===== src/acmp_pkg.sv =====
// package: register map, field positions, modes and timing for the comparator event block
package acmp_pkg;
  // register byte offsets on the apb bus
  localparam logic [7:0] ACMP_CTRL_OFS = 8'h00;
  localparam logic [7:0] ACMP_STAT_OFS = 8'h04;
  localparam logic [7:0] ACMP_IRQEN_OFS = 8'h08;
  // control register fields
  localparam int unsigned ACMP_CTRL_EN_BIT = 0;
  localparam int unsigned ACMP_CTRL_IDLE_BIT = 1;
  localparam int unsigned ACMP_CTRL_MODE_LSB = 2;
  localparam int unsigned ACMP_MODE_W = 3;
  // status register fields
  localparam int unsigned ACMP_STAT_FLAG_BIT = 0;
  localparam int unsigned ACMP_STAT_OUT_BIT = 1;
  localparam int unsigned ACMP_STAT_PWR_BIT = 2;
  // interrupt enable register: width and the comparator bit
  localparam int unsigned ACMP_IRQEN_W = 8;
  localparam int unsigned ACMP_IRQEN_CMP_BIT = 6;
  localparam logic [7:0] ACMP_IRQEN_RST = 8'h00;
  // debounce length in sampling clocks
  localparam int unsigned ACMP_DEB_W = 3;
  localparam logic [2:0] ACMP_DEB_CNT = 3'h4;
  localparam logic [2:0] ACMP_DEB_ONE = 3'h1;
  localparam logic [2:0] ACMP_DEB_ZERO = 3'h0;
  // interrupt condition encodings
  typedef enum logic [2:0] {
    ACMP_MODE_LOW = 3'h0,
    ACMP_MODE_RISE = 3'h1,
    ACMP_MODE_TOG_DEB = 3'h2,
    ACMP_MODE_RISE_DEB = 3'h3,
    ACMP_MODE_FALL = 3'h4,
    ACMP_MODE_TOG = 3'h5,
    ACMP_MODE_FALL_DEB = 3'h6,
    ACMP_MODE_NONE = 3'h7
  } acmp_mode_t;
  // debounce filter states, one-hot
  typedef enum logic [1:0] {
    ACMP_DEB_STABLE = 2'h1,
    ACMP_DEB_CHECK = 2'h2
  } acmp_deb_st_t;
endpackage


===== src/acmp_evt_if.sv =====
// interface: synchronised and debounced comparator samples between internal modules
`timescale 1ns/100ps
`default_nettype none
interface acmp_evt_if;
  logic raw; // synchronised comparator output
  logic deb; // debounced comparator output
  modport src (output raw, output deb);
  modport dst (input raw, input deb);
endinterface
`default_nettype wire


===== src/acmp_sync_deb.sv =====
// module: two-stage synchroniser and debounce filter for the comparator output
`timescale 1ns/100ps
`default_nettype none
module acmp_sync_deb (
  input wire logic clk,
  input wire logic arst_n,
  input wire logic cmp_pin,
  acmp_evt_if.src evt
);
  typedef struct packed {
    logic sync1;
    logic sync2;
    logic deb;
    logic [2:0] cnt;
    acmp_pkg::acmp_deb_st_t st;
  } acmp_deb_s_t;

  acmp_deb_s_t s_ff;
  acmp_deb_s_t nxt_s;

  // a change is accepted only after it held for the full debounce count
  always_comb begin
    nxt_s = s_ff;
    nxt_s.sync1 = cmp_pin;
    nxt_s.sync2 = s_ff.sync1;
    case (s_ff.st)
      acmp_pkg::ACMP_DEB_STABLE: begin
        if (s_ff.sync2 != s_ff.deb) begin
          nxt_s.st = acmp_pkg::ACMP_DEB_CHECK;
          nxt_s.cnt = acmp_pkg::ACMP_DEB_ONE;
        end
      end
      acmp_pkg::ACMP_DEB_CHECK: begin
        if (s_ff.sync2 == s_ff.deb) begin
          nxt_s.st = acmp_pkg::ACMP_DEB_STABLE; // glitch, drop it
          nxt_s.cnt = acmp_pkg::ACMP_DEB_ZERO;
        end else if (s_ff.cnt == acmp_pkg::ACMP_DEB_CNT - acmp_pkg::ACMP_DEB_ONE) begin
          nxt_s.deb = s_ff.sync2;
          nxt_s.st = acmp_pkg::ACMP_DEB_STABLE;
          nxt_s.cnt = acmp_pkg::ACMP_DEB_ZERO;
        end else begin
          nxt_s.cnt = s_ff.cnt + acmp_pkg::ACMP_DEB_ONE;
        end
      end
      default: begin
        nxt_s.st = acmp_pkg::ACMP_DEB_STABLE;
        nxt_s.cnt = acmp_pkg::ACMP_DEB_ZERO;
      end
    endcase
  end

  // state register
  always_ff @(posedge clk or negedge arst_n) begin
    if (!arst_n) begin
      s_ff <= '{sync1: 1'b0, sync2: 1'b0, deb: 1'b0, cnt: 3'h0,
                st: acmp_pkg::ACMP_DEB_STABLE};
    end else begin
      s_ff <= nxt_s;
    end
  end

  assign evt.raw = s_ff.sync2;
  assign evt.deb = s_ff.deb;
endmodule
`default_nettype wire


===== src/acmp_evt_det.sv =====
// module: condition detector selecting level, edge or toggle on the comparator output
`timescale 1ns/100ps
`default_nettype none
module acmp_evt_det (
  input wire logic clk,
  input wire logic arst_n,
  acmp_evt_if.dst evt,
  input wire logic [2:0] mode,
  input wire logic powered,
  output logic hit
);
  typedef struct packed {
    logic prev_raw;
    logic prev_deb;
  } acmp_det_s_t;

  acmp_det_s_t s_ff;
  acmp_det_s_t nxt_s;
  logic raw_g;
  logic deb_g;

  // samples are forced low while the comparator is off
  always_comb begin
    raw_g = evt.raw & powered;
    deb_g = evt.deb & powered;
    nxt_s.prev_raw = raw_g;
    nxt_s.prev_deb = deb_g;
  end

  // condition select per mode
  always_comb begin
    case (acmp_pkg::acmp_mode_t'(mode))
      acmp_pkg::ACMP_MODE_LOW: hit = powered & !raw_g;
      acmp_pkg::ACMP_MODE_RISE: hit = raw_g & !s_ff.prev_raw;
      acmp_pkg::ACMP_MODE_TOG_DEB: hit = deb_g ^ s_ff.prev_deb;
      acmp_pkg::ACMP_MODE_FALL_DEB: hit = !deb_g & s_ff.prev_deb;
      acmp_pkg::ACMP_MODE_RISE_DEB: hit = deb_g & !s_ff.prev_deb;
      acmp_pkg::ACMP_MODE_FALL: hit = !raw_g & s_ff.prev_raw;
      acmp_pkg::ACMP_MODE_TOG: hit = raw_g ^ s_ff.prev_raw;
      default: hit = 1'b0;
    endcase
  end

  // previous sample register
  always_ff @(posedge clk or negedge arst_n) begin
    if (!arst_n) begin
      s_ff <= '{prev_raw: 1'b0, prev_deb: 1'b0};
    end else begin
      s_ff <= nxt_s;
    end
  end
endmodule
`default_nettype wire


===== src/acmp_ctrl.sv =====
// module: comparator control and event block with apb registers (top)
//
// Functional notes
// - idle run bit set: comparator and event logic keep running in idle.
// - idle run bit clear: comparator is powered down during idle.
// - power-down mode always shuts the comparator down.
// - event flag sets on the selected condition, only while enabled.
// - event flag reaches the interrupt only when enable register bit 6 set.
// - setting the enable bit turns the comparator on.
// - enable clear forces comparator output low and blocks new events.
// - enable set disables digital input buffers of both analog pins.
// - mode 000 sets the flag while the output is low.
// - mode 001 rising, 010 debounced toggle, 110 debounced falling edge.
// - mode 011 debounced rising, 100 falling, 101 plain toggle.
//
// Local design decisions: the register addresses and the APB register port.
`timescale 1ns/100ps
`default_nettype none
module acmp_ctrl (
  input wire logic REF_CLK,
  input wire logic ARST_N,
  input wire logic PSEL,
  input wire logic PENABLE,
  input wire logic PWRITE,
  input wire logic [7:0] PADDR,
  input wire logic [31:0] PWDATA,
  output logic [31:0] PRDATA,
  output logic PREADY,
  output logic PSLVERR,
  input wire logic CMP_OUT_RAW,
  input wire logic IDLE_MODE,
  input wire logic PDOWN_MODE,
  output logic CMP_POWER_ON,
  output logic CMP_OUT,
  output logic DIN_BUF_DIS_POS,
  output logic DIN_BUF_DIS_NEG,
  output logic CMP_IRQ
);
  typedef struct packed {
    logic en;
    logic idle_run;
    logic [2:0] mode;
    logic [7:0] irq_en;
    logic flag;
    logic pwr;
    logic cmp_out;
    logic irq;
    logic [31:0] prdata;
    logic pslverr;
  } acmp_s_t;

  acmp_s_t s_ff;
  acmp_s_t nxt_s;
  logic hit;
  logic setup;
  logic wr_acc;
  logic sel_ctrl;
  logic sel_stat;
  logic sel_irq_en;
  logic flag_clr;
  logic [31:0] rd_word;

  acmp_evt_if evt ();

  // synchroniser and debounce on the analog comparator output
  acmp_sync_deb acmp_sync_deb_inst (
    .clk(REF_CLK),
    .arst_n(ARST_N),
    .cmp_pin(CMP_OUT_RAW),
    .evt(evt.src)
  );

  // condition detector
  acmp_evt_det acmp_evt_det_inst (
    .clk(REF_CLK),
    .arst_n(ARST_N),
    .evt(evt.dst),
    .mode(s_ff.mode),
    .powered(s_ff.pwr),
    .hit(hit)
  );

  // apb decode: zero wait states, read data captured in the setup cycle
  always_comb begin
    setup = PSEL & !PENABLE;
    wr_acc = PSEL & PENABLE & PWRITE;
    sel_ctrl = (PADDR == acmp_pkg::ACMP_CTRL_OFS);
    sel_stat = (PADDR == acmp_pkg::ACMP_STAT_OFS);
    sel_irq_en = (PADDR == acmp_pkg::ACMP_IRQEN_OFS);
    flag_clr = wr_acc & sel_stat & PWDATA[acmp_pkg::ACMP_STAT_FLAG_BIT];
  end

  // read mux, unused bits read zero
  always_comb begin
    rd_word = 32'h0000_0000;
    if (sel_ctrl) begin
      rd_word[acmp_pkg::ACMP_CTRL_EN_BIT] = s_ff.en;
      rd_word[acmp_pkg::ACMP_CTRL_IDLE_BIT] = s_ff.idle_run;
      rd_word[acmp_pkg::ACMP_CTRL_MODE_LSB +: acmp_pkg::ACMP_MODE_W] = s_ff.mode;
    end else if (sel_stat) begin
      rd_word[acmp_pkg::ACMP_STAT_FLAG_BIT] = s_ff.flag;
      rd_word[acmp_pkg::ACMP_STAT_OUT_BIT] = s_ff.cmp_out;
      rd_word[acmp_pkg::ACMP_STAT_PWR_BIT] = s_ff.pwr;
    end else if (sel_irq_en) begin
      rd_word[acmp_pkg::ACMP_IRQEN_W-1:0] = s_ff.irq_en;
    end
  end

  // next state: registers, power gating, event flag and interrupt
  always_comb begin
    nxt_s = s_ff;
    if (setup) begin
      nxt_s.prdata = (PWRITE) ? 32'h0000_0000 : rd_word;
      nxt_s.pslverr = !(sel_ctrl | sel_stat | sel_irq_en); // unmapped address
    end
    if (wr_acc & sel_ctrl) begin
      nxt_s.en = PWDATA[acmp_pkg::ACMP_CTRL_EN_BIT];
      nxt_s.idle_run = PWDATA[acmp_pkg::ACMP_CTRL_IDLE_BIT];
      nxt_s.mode = PWDATA[acmp_pkg::ACMP_CTRL_MODE_LSB +: acmp_pkg::ACMP_MODE_W];
    end
    if (wr_acc & sel_irq_en) begin
      nxt_s.irq_en = PWDATA[acmp_pkg::ACMP_IRQEN_W-1:0];
    end
    // power follows enable, idle handling and power-down
    nxt_s.pwr = nxt_s.en & !PDOWN_MODE & (!IDLE_MODE | nxt_s.idle_run);
    // gated comparator output, low whenever disabled or off
    nxt_s.cmp_out = evt.raw & s_ff.pwr & s_ff.en;
    // sticky flag: set wins over a software clear in the same cycle
    if (flag_clr) begin
      nxt_s.flag = 1'b0;
    end
    if (hit & s_ff.en & s_ff.pwr) begin
      nxt_s.flag = 1'b1;
    end
    nxt_s.irq = nxt_s.flag & nxt_s.irq_en[acmp_pkg::ACMP_IRQEN_CMP_BIT];
  end

  // state register
  always_ff @(posedge REF_CLK or negedge ARST_N) begin
    if (!ARST_N) begin
      s_ff <= '{en: 1'b0, idle_run: 1'b0, mode: 3'h0, irq_en: acmp_pkg::ACMP_IRQEN_RST,
                flag: 1'b0, pwr: 1'b0, cmp_out: 1'b0, irq: 1'b0,
                prdata: 32'h0000_0000, pslverr: 1'b0};
    end else begin
      s_ff <= nxt_s;
    end
  end

  // outputs
  assign PREADY = 1'b1;
  assign PRDATA = s_ff.prdata;
  assign PSLVERR = s_ff.pslverr;
  assign CMP_POWER_ON = s_ff.pwr;
  assign CMP_OUT = s_ff.cmp_out;
  assign DIN_BUF_DIS_POS = s_ff.en;
  assign DIN_BUF_DIS_NEG = s_ff.en;
  assign CMP_IRQ = s_ff.irq;
endmodule
`default_nettype wire


===== config.mk =====
export PLATFORM = sky130hd
export DESIGN_NAME = acmp_ctrl
export DESIGN_NICKNAME = d
export VERILOG_FILES = /design/src/acmp_pkg.sv /design/src/acmp_evt_if.sv /design/src/acmp_sync_deb.sv /design/src/acmp_evt_det.sv /design/src/acmp_ctrl.sv
export SDC_FILE = /design/constraint.sdc
export NUM_CORES = 1
export LEC_CHECK = 0
export BUFFER_PORTS_ARGS = -buffer_cell sky130_fd_sc_hd__buf_4
export CORE_MARGIN = 4
export CORE_UTILIZATION = 47
export CTS_CLUSTER_SIZE = 40
export DETAILED_ROUTE_END_ITERATION = 6
export GPL_TIMING_DRIVEN = 0
export HOLD_SLACK_MARGIN = 0.03
export PLACE_DENSITY = 0.83
export SLEW_MARGIN = 30
export SYNTH_ARGS = -nofsm -noshare
export SYNTH_HDL_FRONTEND = slang
export SYNTH_HIERARCHICAL = 1
export SYNTH_SLANG_ARGS = --single-unit

===== constraint.sdc =====
create_clock -name REF_CLK -period 2.6 [get_ports REF_CLK]
set_clock_uncertainty 0.2 [all_clocks]
set_input_delay 0.26 -clock REF_CLK [delete_from_list [all_inputs] [get_ports REF_CLK]]
set_output_delay 0.26 -clock REF_CLK [all_outputs]
set_load 0.02 [all_outputs]

Word level (Yosys, flattened, before mapping)
Index checks and enable logic that the tools add are counted.
{ "totals": {"regBits": 60, "latchBits": 0, "ram_bits": 0, "mem_bits_ro": 0, "n_memories": 0} }
{ "classes": {"addsub": 1, "n_mul": 0, "div_mod_pow": 0, "magnitude_cmp": 0, "n_eq_ne": 15, "n_shift": 0, "n_mux": 16, "bitwise": 26, "reduce_logical": 12} }
{ "ops": {"columns": ["operator", "count"], "rows": [
  ["5-bit two-way mux", 5],
  ["1-bit AND", 20],
  ["8-bit two-way mux", 2],
  ["5-bit case mux with 2 select lines", 1],
  ["3-bit by 2-bit equality test with 1-bit output, second input constant", 3],
  ["3-bit equality test, second input constant", 3],
  ["3-bit two-way mux", 3],
  ["8-bit by 3-bit equality test with 1-bit output, second input constant", 1],
  ["8-bit by 4-bit equality test with 1-bit output, second input constant", 1],
  ["1-bit logical NOT", 8],
  ["8-bit logical NOT", 1],
  ["7-bit two-way mux", 1],
  ["1-bit case mux with 7 select lines", 1],
  ["3-bit by 1-bit adder with 3-bit output, second input constant", 1],
  ["3-bit by 1-bit equality test with 1-bit output, second input constant", 1],
  ["3-bit logical NOT", 1],
  ["3-bit by 1-bit inequality test with 1-bit output, second input constant", 1],
  ["1-bit bitwise OR", 3],
  ["3-bit AND reduction", 1],
  ["2-bit by 1-bit equality test with 1-bit output, second input constant", 1],
  ["2-bit equality test, second input constant", 1],
  ["1-bit two-way mux", 2],
  ["2-bit two-way mux", 1],
  ["2-bit by 1-bit inequality test with 1-bit output, second input constant", 1],
  ["5 further kinds", 6]
]} }

Longest topological paths before layout
{ "logic_depth": {"ltp_word": 8, "depth_mapped": 8, "depth_no_buf": 8} }

Modules after synthesis
The synthesis kept the hierarchy.
{ "modules_own_cells": {"columns": ["module", "n_inst", "cells_per_inst", "area_each_um2", "seq_area_each_um2"], "rows": [
  ["acmp_ctrl", 1, 124, 1388.8, 650.6],
  ["acmp_sync_deb", 1, 34, 395.4, 201.4],
  ["acmp_evt_det", 1, 19, 178.9, 50.0]
]} }

Worst setup path before layout
Ideal clock, no wire load.
{ "synth_timing": {"kind": "register -> register", "from": "register s_ff, in the netlist CMP_POWER_ON", "to": "register s_ff, in the netlist CMP_IRQ", "setup_ps": 119, "arrival_ps": 1922, "required_time_ps": 2281, "setup_slack_ps": 359, "path_stages_with_launch": 9, "path_buffers": 0, "period_less_slack_ps": 2241, "cell_sequence": "dfrtp_1 -> nand2_1 -> inv_1 -> ha_1 -> inv_1 -> mux4_2 -> o211a_1 -> a32o_1 -> and2_1"} }
{ "synth_rtl": {"columns": ["element", "line", "rtl"], "rows": [
  ["from (decl)", "acmp_ctrl.sv:52", "acmp_s_t s_ff;"],
  ["from (signal assigned)", "acmp_ctrl.sv:141", "s_ff <= '{en: 1'b0, idle_run: 1'b0, mode: 3'h0, irq_en: acmp_pkg::ACMP_IRQEN_RST,"],
  ["from (signal assigned)", "acmp_ctrl.sv:145", "s_ff <= nxt_s;"]
]} }

==> flow_summary.yaml <==
detailed_routing:
  wl_per_cell_um: 12.0
  avgViaCountPerCell: 4.67
  drt-initial-drc-count: 41
  ant_nets: 0
  vias: 1416
  wl_um: 3640
  firstDrtPassIters: 4
  drc: 0
global_routing:
  grt_pass1_vias: 1297
  busiest_layer: "met2"
  antenna_found_initial: 0
  grt_max_degree: 37
  gr-usage-met2_pct: 23.3
  grt_usage_pct: 14.8
  use_met1_pct: 18.6
  overflow: 0
  grt_pass1_wl_um: 5980
  grtUsageMet3_pct: 5.10
worst_setup_path:
  path_max_fanout: 7
  arrival_ns: 2.28
  required_ns: 2.58
  worst_setup_path_start_kind: "register"
  worstSetupPathType: "reg2reg"
  r2r_setup_slack_ns: 0.29
  endpoint_kind: "register"
clocking:
  clk_latency_ns: 0.29
  clock_sinks: 36
  cts_hold_buffers: 10
  cts_tree: "built"
  h-tree-depth: 2
  cts.path.max_buffers: 2
  clock_tree.root_cell: "clkbuf_8"
  numCtsBuffers: 5
  path_clk_slew_ns: 0.06
  cts-resized-gates: 0
  postCtsSetupRepairBufs: 0
pwr:
  combPwrFrac_pct: 21.4
  power_leakage_nw: 1.35
  seqPwrFrac_pct: 49.5
  ir_worst_vdd_mv: 0.355
  p_clk_share_pct: 29.1
  internal-power_mw: 0.905
  p_sw_share_pct: 27.4
  power_density_mw_per_mm2: 487
  switching_power_mw: 0.341
synth:
  synth-edff-count: 0
  yosys_register_bits: 36
  synthesis.yosys.warnings: 6
  synth_compound_area_share_pct: 8.73
  synth_area_per_cell_um2: 11.1
  ys_async_sr_fraction_pct: 100
  synth-xor-area-share_pct: 0.892
  yosysSeqAreaShare_pct: 46.0
  yosys.cell_types.count: 39
  ys.flop_type: "dfrtp_1"
  synthMuxAreaShare_pct: 11.3
  synthAdderAreaFrac_pct: 4.46
  synth_top_family_by_area: "buffers and inverters"
  mappedNetlistArea_mm2: 0.00196
  synthSimpleGateAreaFrac_pct: 13.3
  syn_inst: 177
job:
  maxCapViolCount: 0
timing:
  slew_headroom_pct: 49.4
  report.final.setup_viol: 0
  hold_viol: 0
  rsz0062_at_grt: "false"
  drv_slew: 0
  tightest_slew_ns: 0.748
  tns_ns: 0
  period_share_pct: 88.7
  fin_crit_ns: 2.31
  finalWorstSetupSlack_ns: 0.294
  max_freq_mhz: 434
die:
  fp.coreArea_mm2: 0.00403
  rows: 23
  initial_core_util_pct: 48.7
  fp.dieArea_mm2: 0.00528
  die_width_um: 72.6
  die_h_um: 72.6
  io_pins: 87
cells_and_area:
  multiInputGateArea_um2: 855
  fillCellCount: 330
  diodes: 0
  drive_gt1_share_pct: 37.9
  fin_nets: 308
  seq_area_um2: 902
  syn2layout_area_growth_pct: 30.4
placement:
  place.gp.congestion: 0.771
  dp_slack_ns: 0.285
  hpwl_um: 2810
  port-buffer-count: 36
worst_hold_path:
  min_path_type: "in2reg"
run_status:
  status: "completed"
## synthesized netlist by cell type (2+ instances only)
cell type / n / share of area [%]
nor2_1: 6 / 1.1
ha_1: 7 / 4.5
or3b_1: 2 / 0.89
and3_1: 3 / 0.96
o21ai_0: 4 / 1.0
dfrtp_1: 35 / 45
and2_1: 2 / 0.64
nand3b_1: 3 / 1.1
mux2_2: 16 / 9.2
inv_1: 8 / 1.5
conb_1: 2 / 0.38
o31ai_1: 3 / 1.1
clkbuf_1: 2 / 0.38
nand2_1: 10 / 1.9
a31oi_1: 4 / 1.3
nand3_1: 2 / 0.51
nand4_1: 2 / 0.64
o21ai_1: 2 / 0.51
a22oi_1: 3 / 1.1
mux2i_1: 2 / 1.0
buf_4: 34 / 13
nand2b_1: 6 / 1.9
a22o_1: 3 / 1.3
## placed cells by master (no fill, tap or decap), types with 2 or more instances in the layout
cell type | synthesis | final
a22o_1 | 3 | 3
a22oi_1 | 3 | 3
a31oi_1 | 4 | 4
and2_1 | 2 | 2
and3_1 | 3 | 3
buf_4 | 34 | 70
clkbuf_1 | 2 | 3
clkbuf_8 | 0 | 5
conb_1 | 2 | 25
dfrtp_1 | 35 | 35
dlygate4sd3_1 | 0 | 10
ha_1 | 7 | 7
inv_1 | 8 | 8
mux2_2 | 16 | 16
mux2i_1 | 2 | 2
nand2_1 | 10 | 10
nand2b_1 | 6 | 6
nand3_1 | 2 | 2
nand3b_1 | 3 | 3
nand4_1 | 2 | 2
nor2_1 | 6 | 6
o21ai_0 | 4 | 4
o21ai_1 | 2 | 2
o31ai_1 | 3 | 3
or3b_1 | 2 | 2
## power groups by stage
stage | Clock (mW) | Sequential (mW) | Combinational, mW
after global placement | 0 | 0.627 | 0.251
final | 0.363 | 0.617 | 0.266
after global routing | 0.397 | 0.622 | 0.303
after floorplan | 0 | 0.623 | 0.188
after detailed placement | 0 | 0.627 | 0.256
after CTS | 0.373 | 0.618 | 0.268
## metal layers
layer  up-vias  routed length [um]
li1        710                   -
met5         -                   0
met2        51                1790
met1       646                1450
met3         9                 304
met4         0                  93
## final timing paths
| check | start | end | depth (start not counted) |
|---|---|---|---|
| min in group asynchronous | ARST_N | acmp_sync_deb_inst/s_ff[2] | 2 |
| min | PWDATA[0] | DIN_BUF_DIS_NEG | 2 |
| max reg2reg | CMP_POWER_ON | CMP_IRQ | 8 |
| min reg2reg | acmp_sync_deb_inst/nxt_s[6] | acmp_sync_deb_inst/evt.raw | 0 |
| max | CMP_POWER_ON | CMP_IRQ | 8 |
| max in group asynchronous | ARST_N | acmp_sync_deb_inst/s_ff[0] | 2 |
## per-stage QoR
stage | power [mW] | hold slack, ns | std cells | utilization, % | area, um2
after detailed placement | 0.883 | 0.0418 | 286 | 59.1 | 2380
after global placement | 0.877 | 0.0351 | 286 | 59.1 | 2380
final | 1.25 | 0.0413 | 303 | 63.5 | 2560
after CTS | 1.26 | 0.0355 | 303 | 63.5 | 2560
after floorplan | 0.811 | -0.236 | 200 | - | 2050
after global routing | 1.32 | 0.0360 | 303 | 63.5 | 2560
## kinds of logic (layout without fill, tap and decap cells)
kind of cell	count (synthesis)	after routing
AO/OA/AOI/OAI	24	24
XOR/XNOR	2	2
adder cells (fa/ha/maj)	7	7
buffers and inverters	44	97
flip-flops	36	36
multiplexers	19	19
other	2	25
AND/OR/NAND/NOR	43	43
## worst max-delay path: stages (launching register included)
cell,delay [ns]
dfrtp_1,0.45
nand2_1,0.12
inv_1,0.06
ha_1,0.27
inv_1,0.03
mux4_2,0.43
o211a_1,0.23
a32o_1,0.27
and2_1,0.13
## state kept, by name, indices dropped and copies added (netlist names)
register and count:
CMP_IRQ 1, CMP_OUT 1, CMP_POWER_ON 1, DIN_BUF_DIS_NEG 1, PRDATA 8, PSLVERR 1, acmp_evt_det_inst/s_ff 2, acmp_sync_deb_inst/evt.deb 1
acmp_sync_deb_inst/evt.raw 1, acmp_sync_deb_inst/nxt_s 1, acmp_sync_deb_inst/s_ff 5, s_ff 13
## area by class of cell
| class | instances | area share (%) |
|---|---|---|
| flip-flops and latches | 36 | 35.2 |
| multi-input cells | 120 | 33.4 |
| repair buffers | 46 | 14.5 |
| plain buffers | 36 | 10.3 |
| clock buffers | 6 | 2.83 |
| well taps | 50 | 2.44 |
| inverters | 8 | 1.17 |
| clock inverters | 1 | 0.196 |
(Power assumes the default switching activity.)
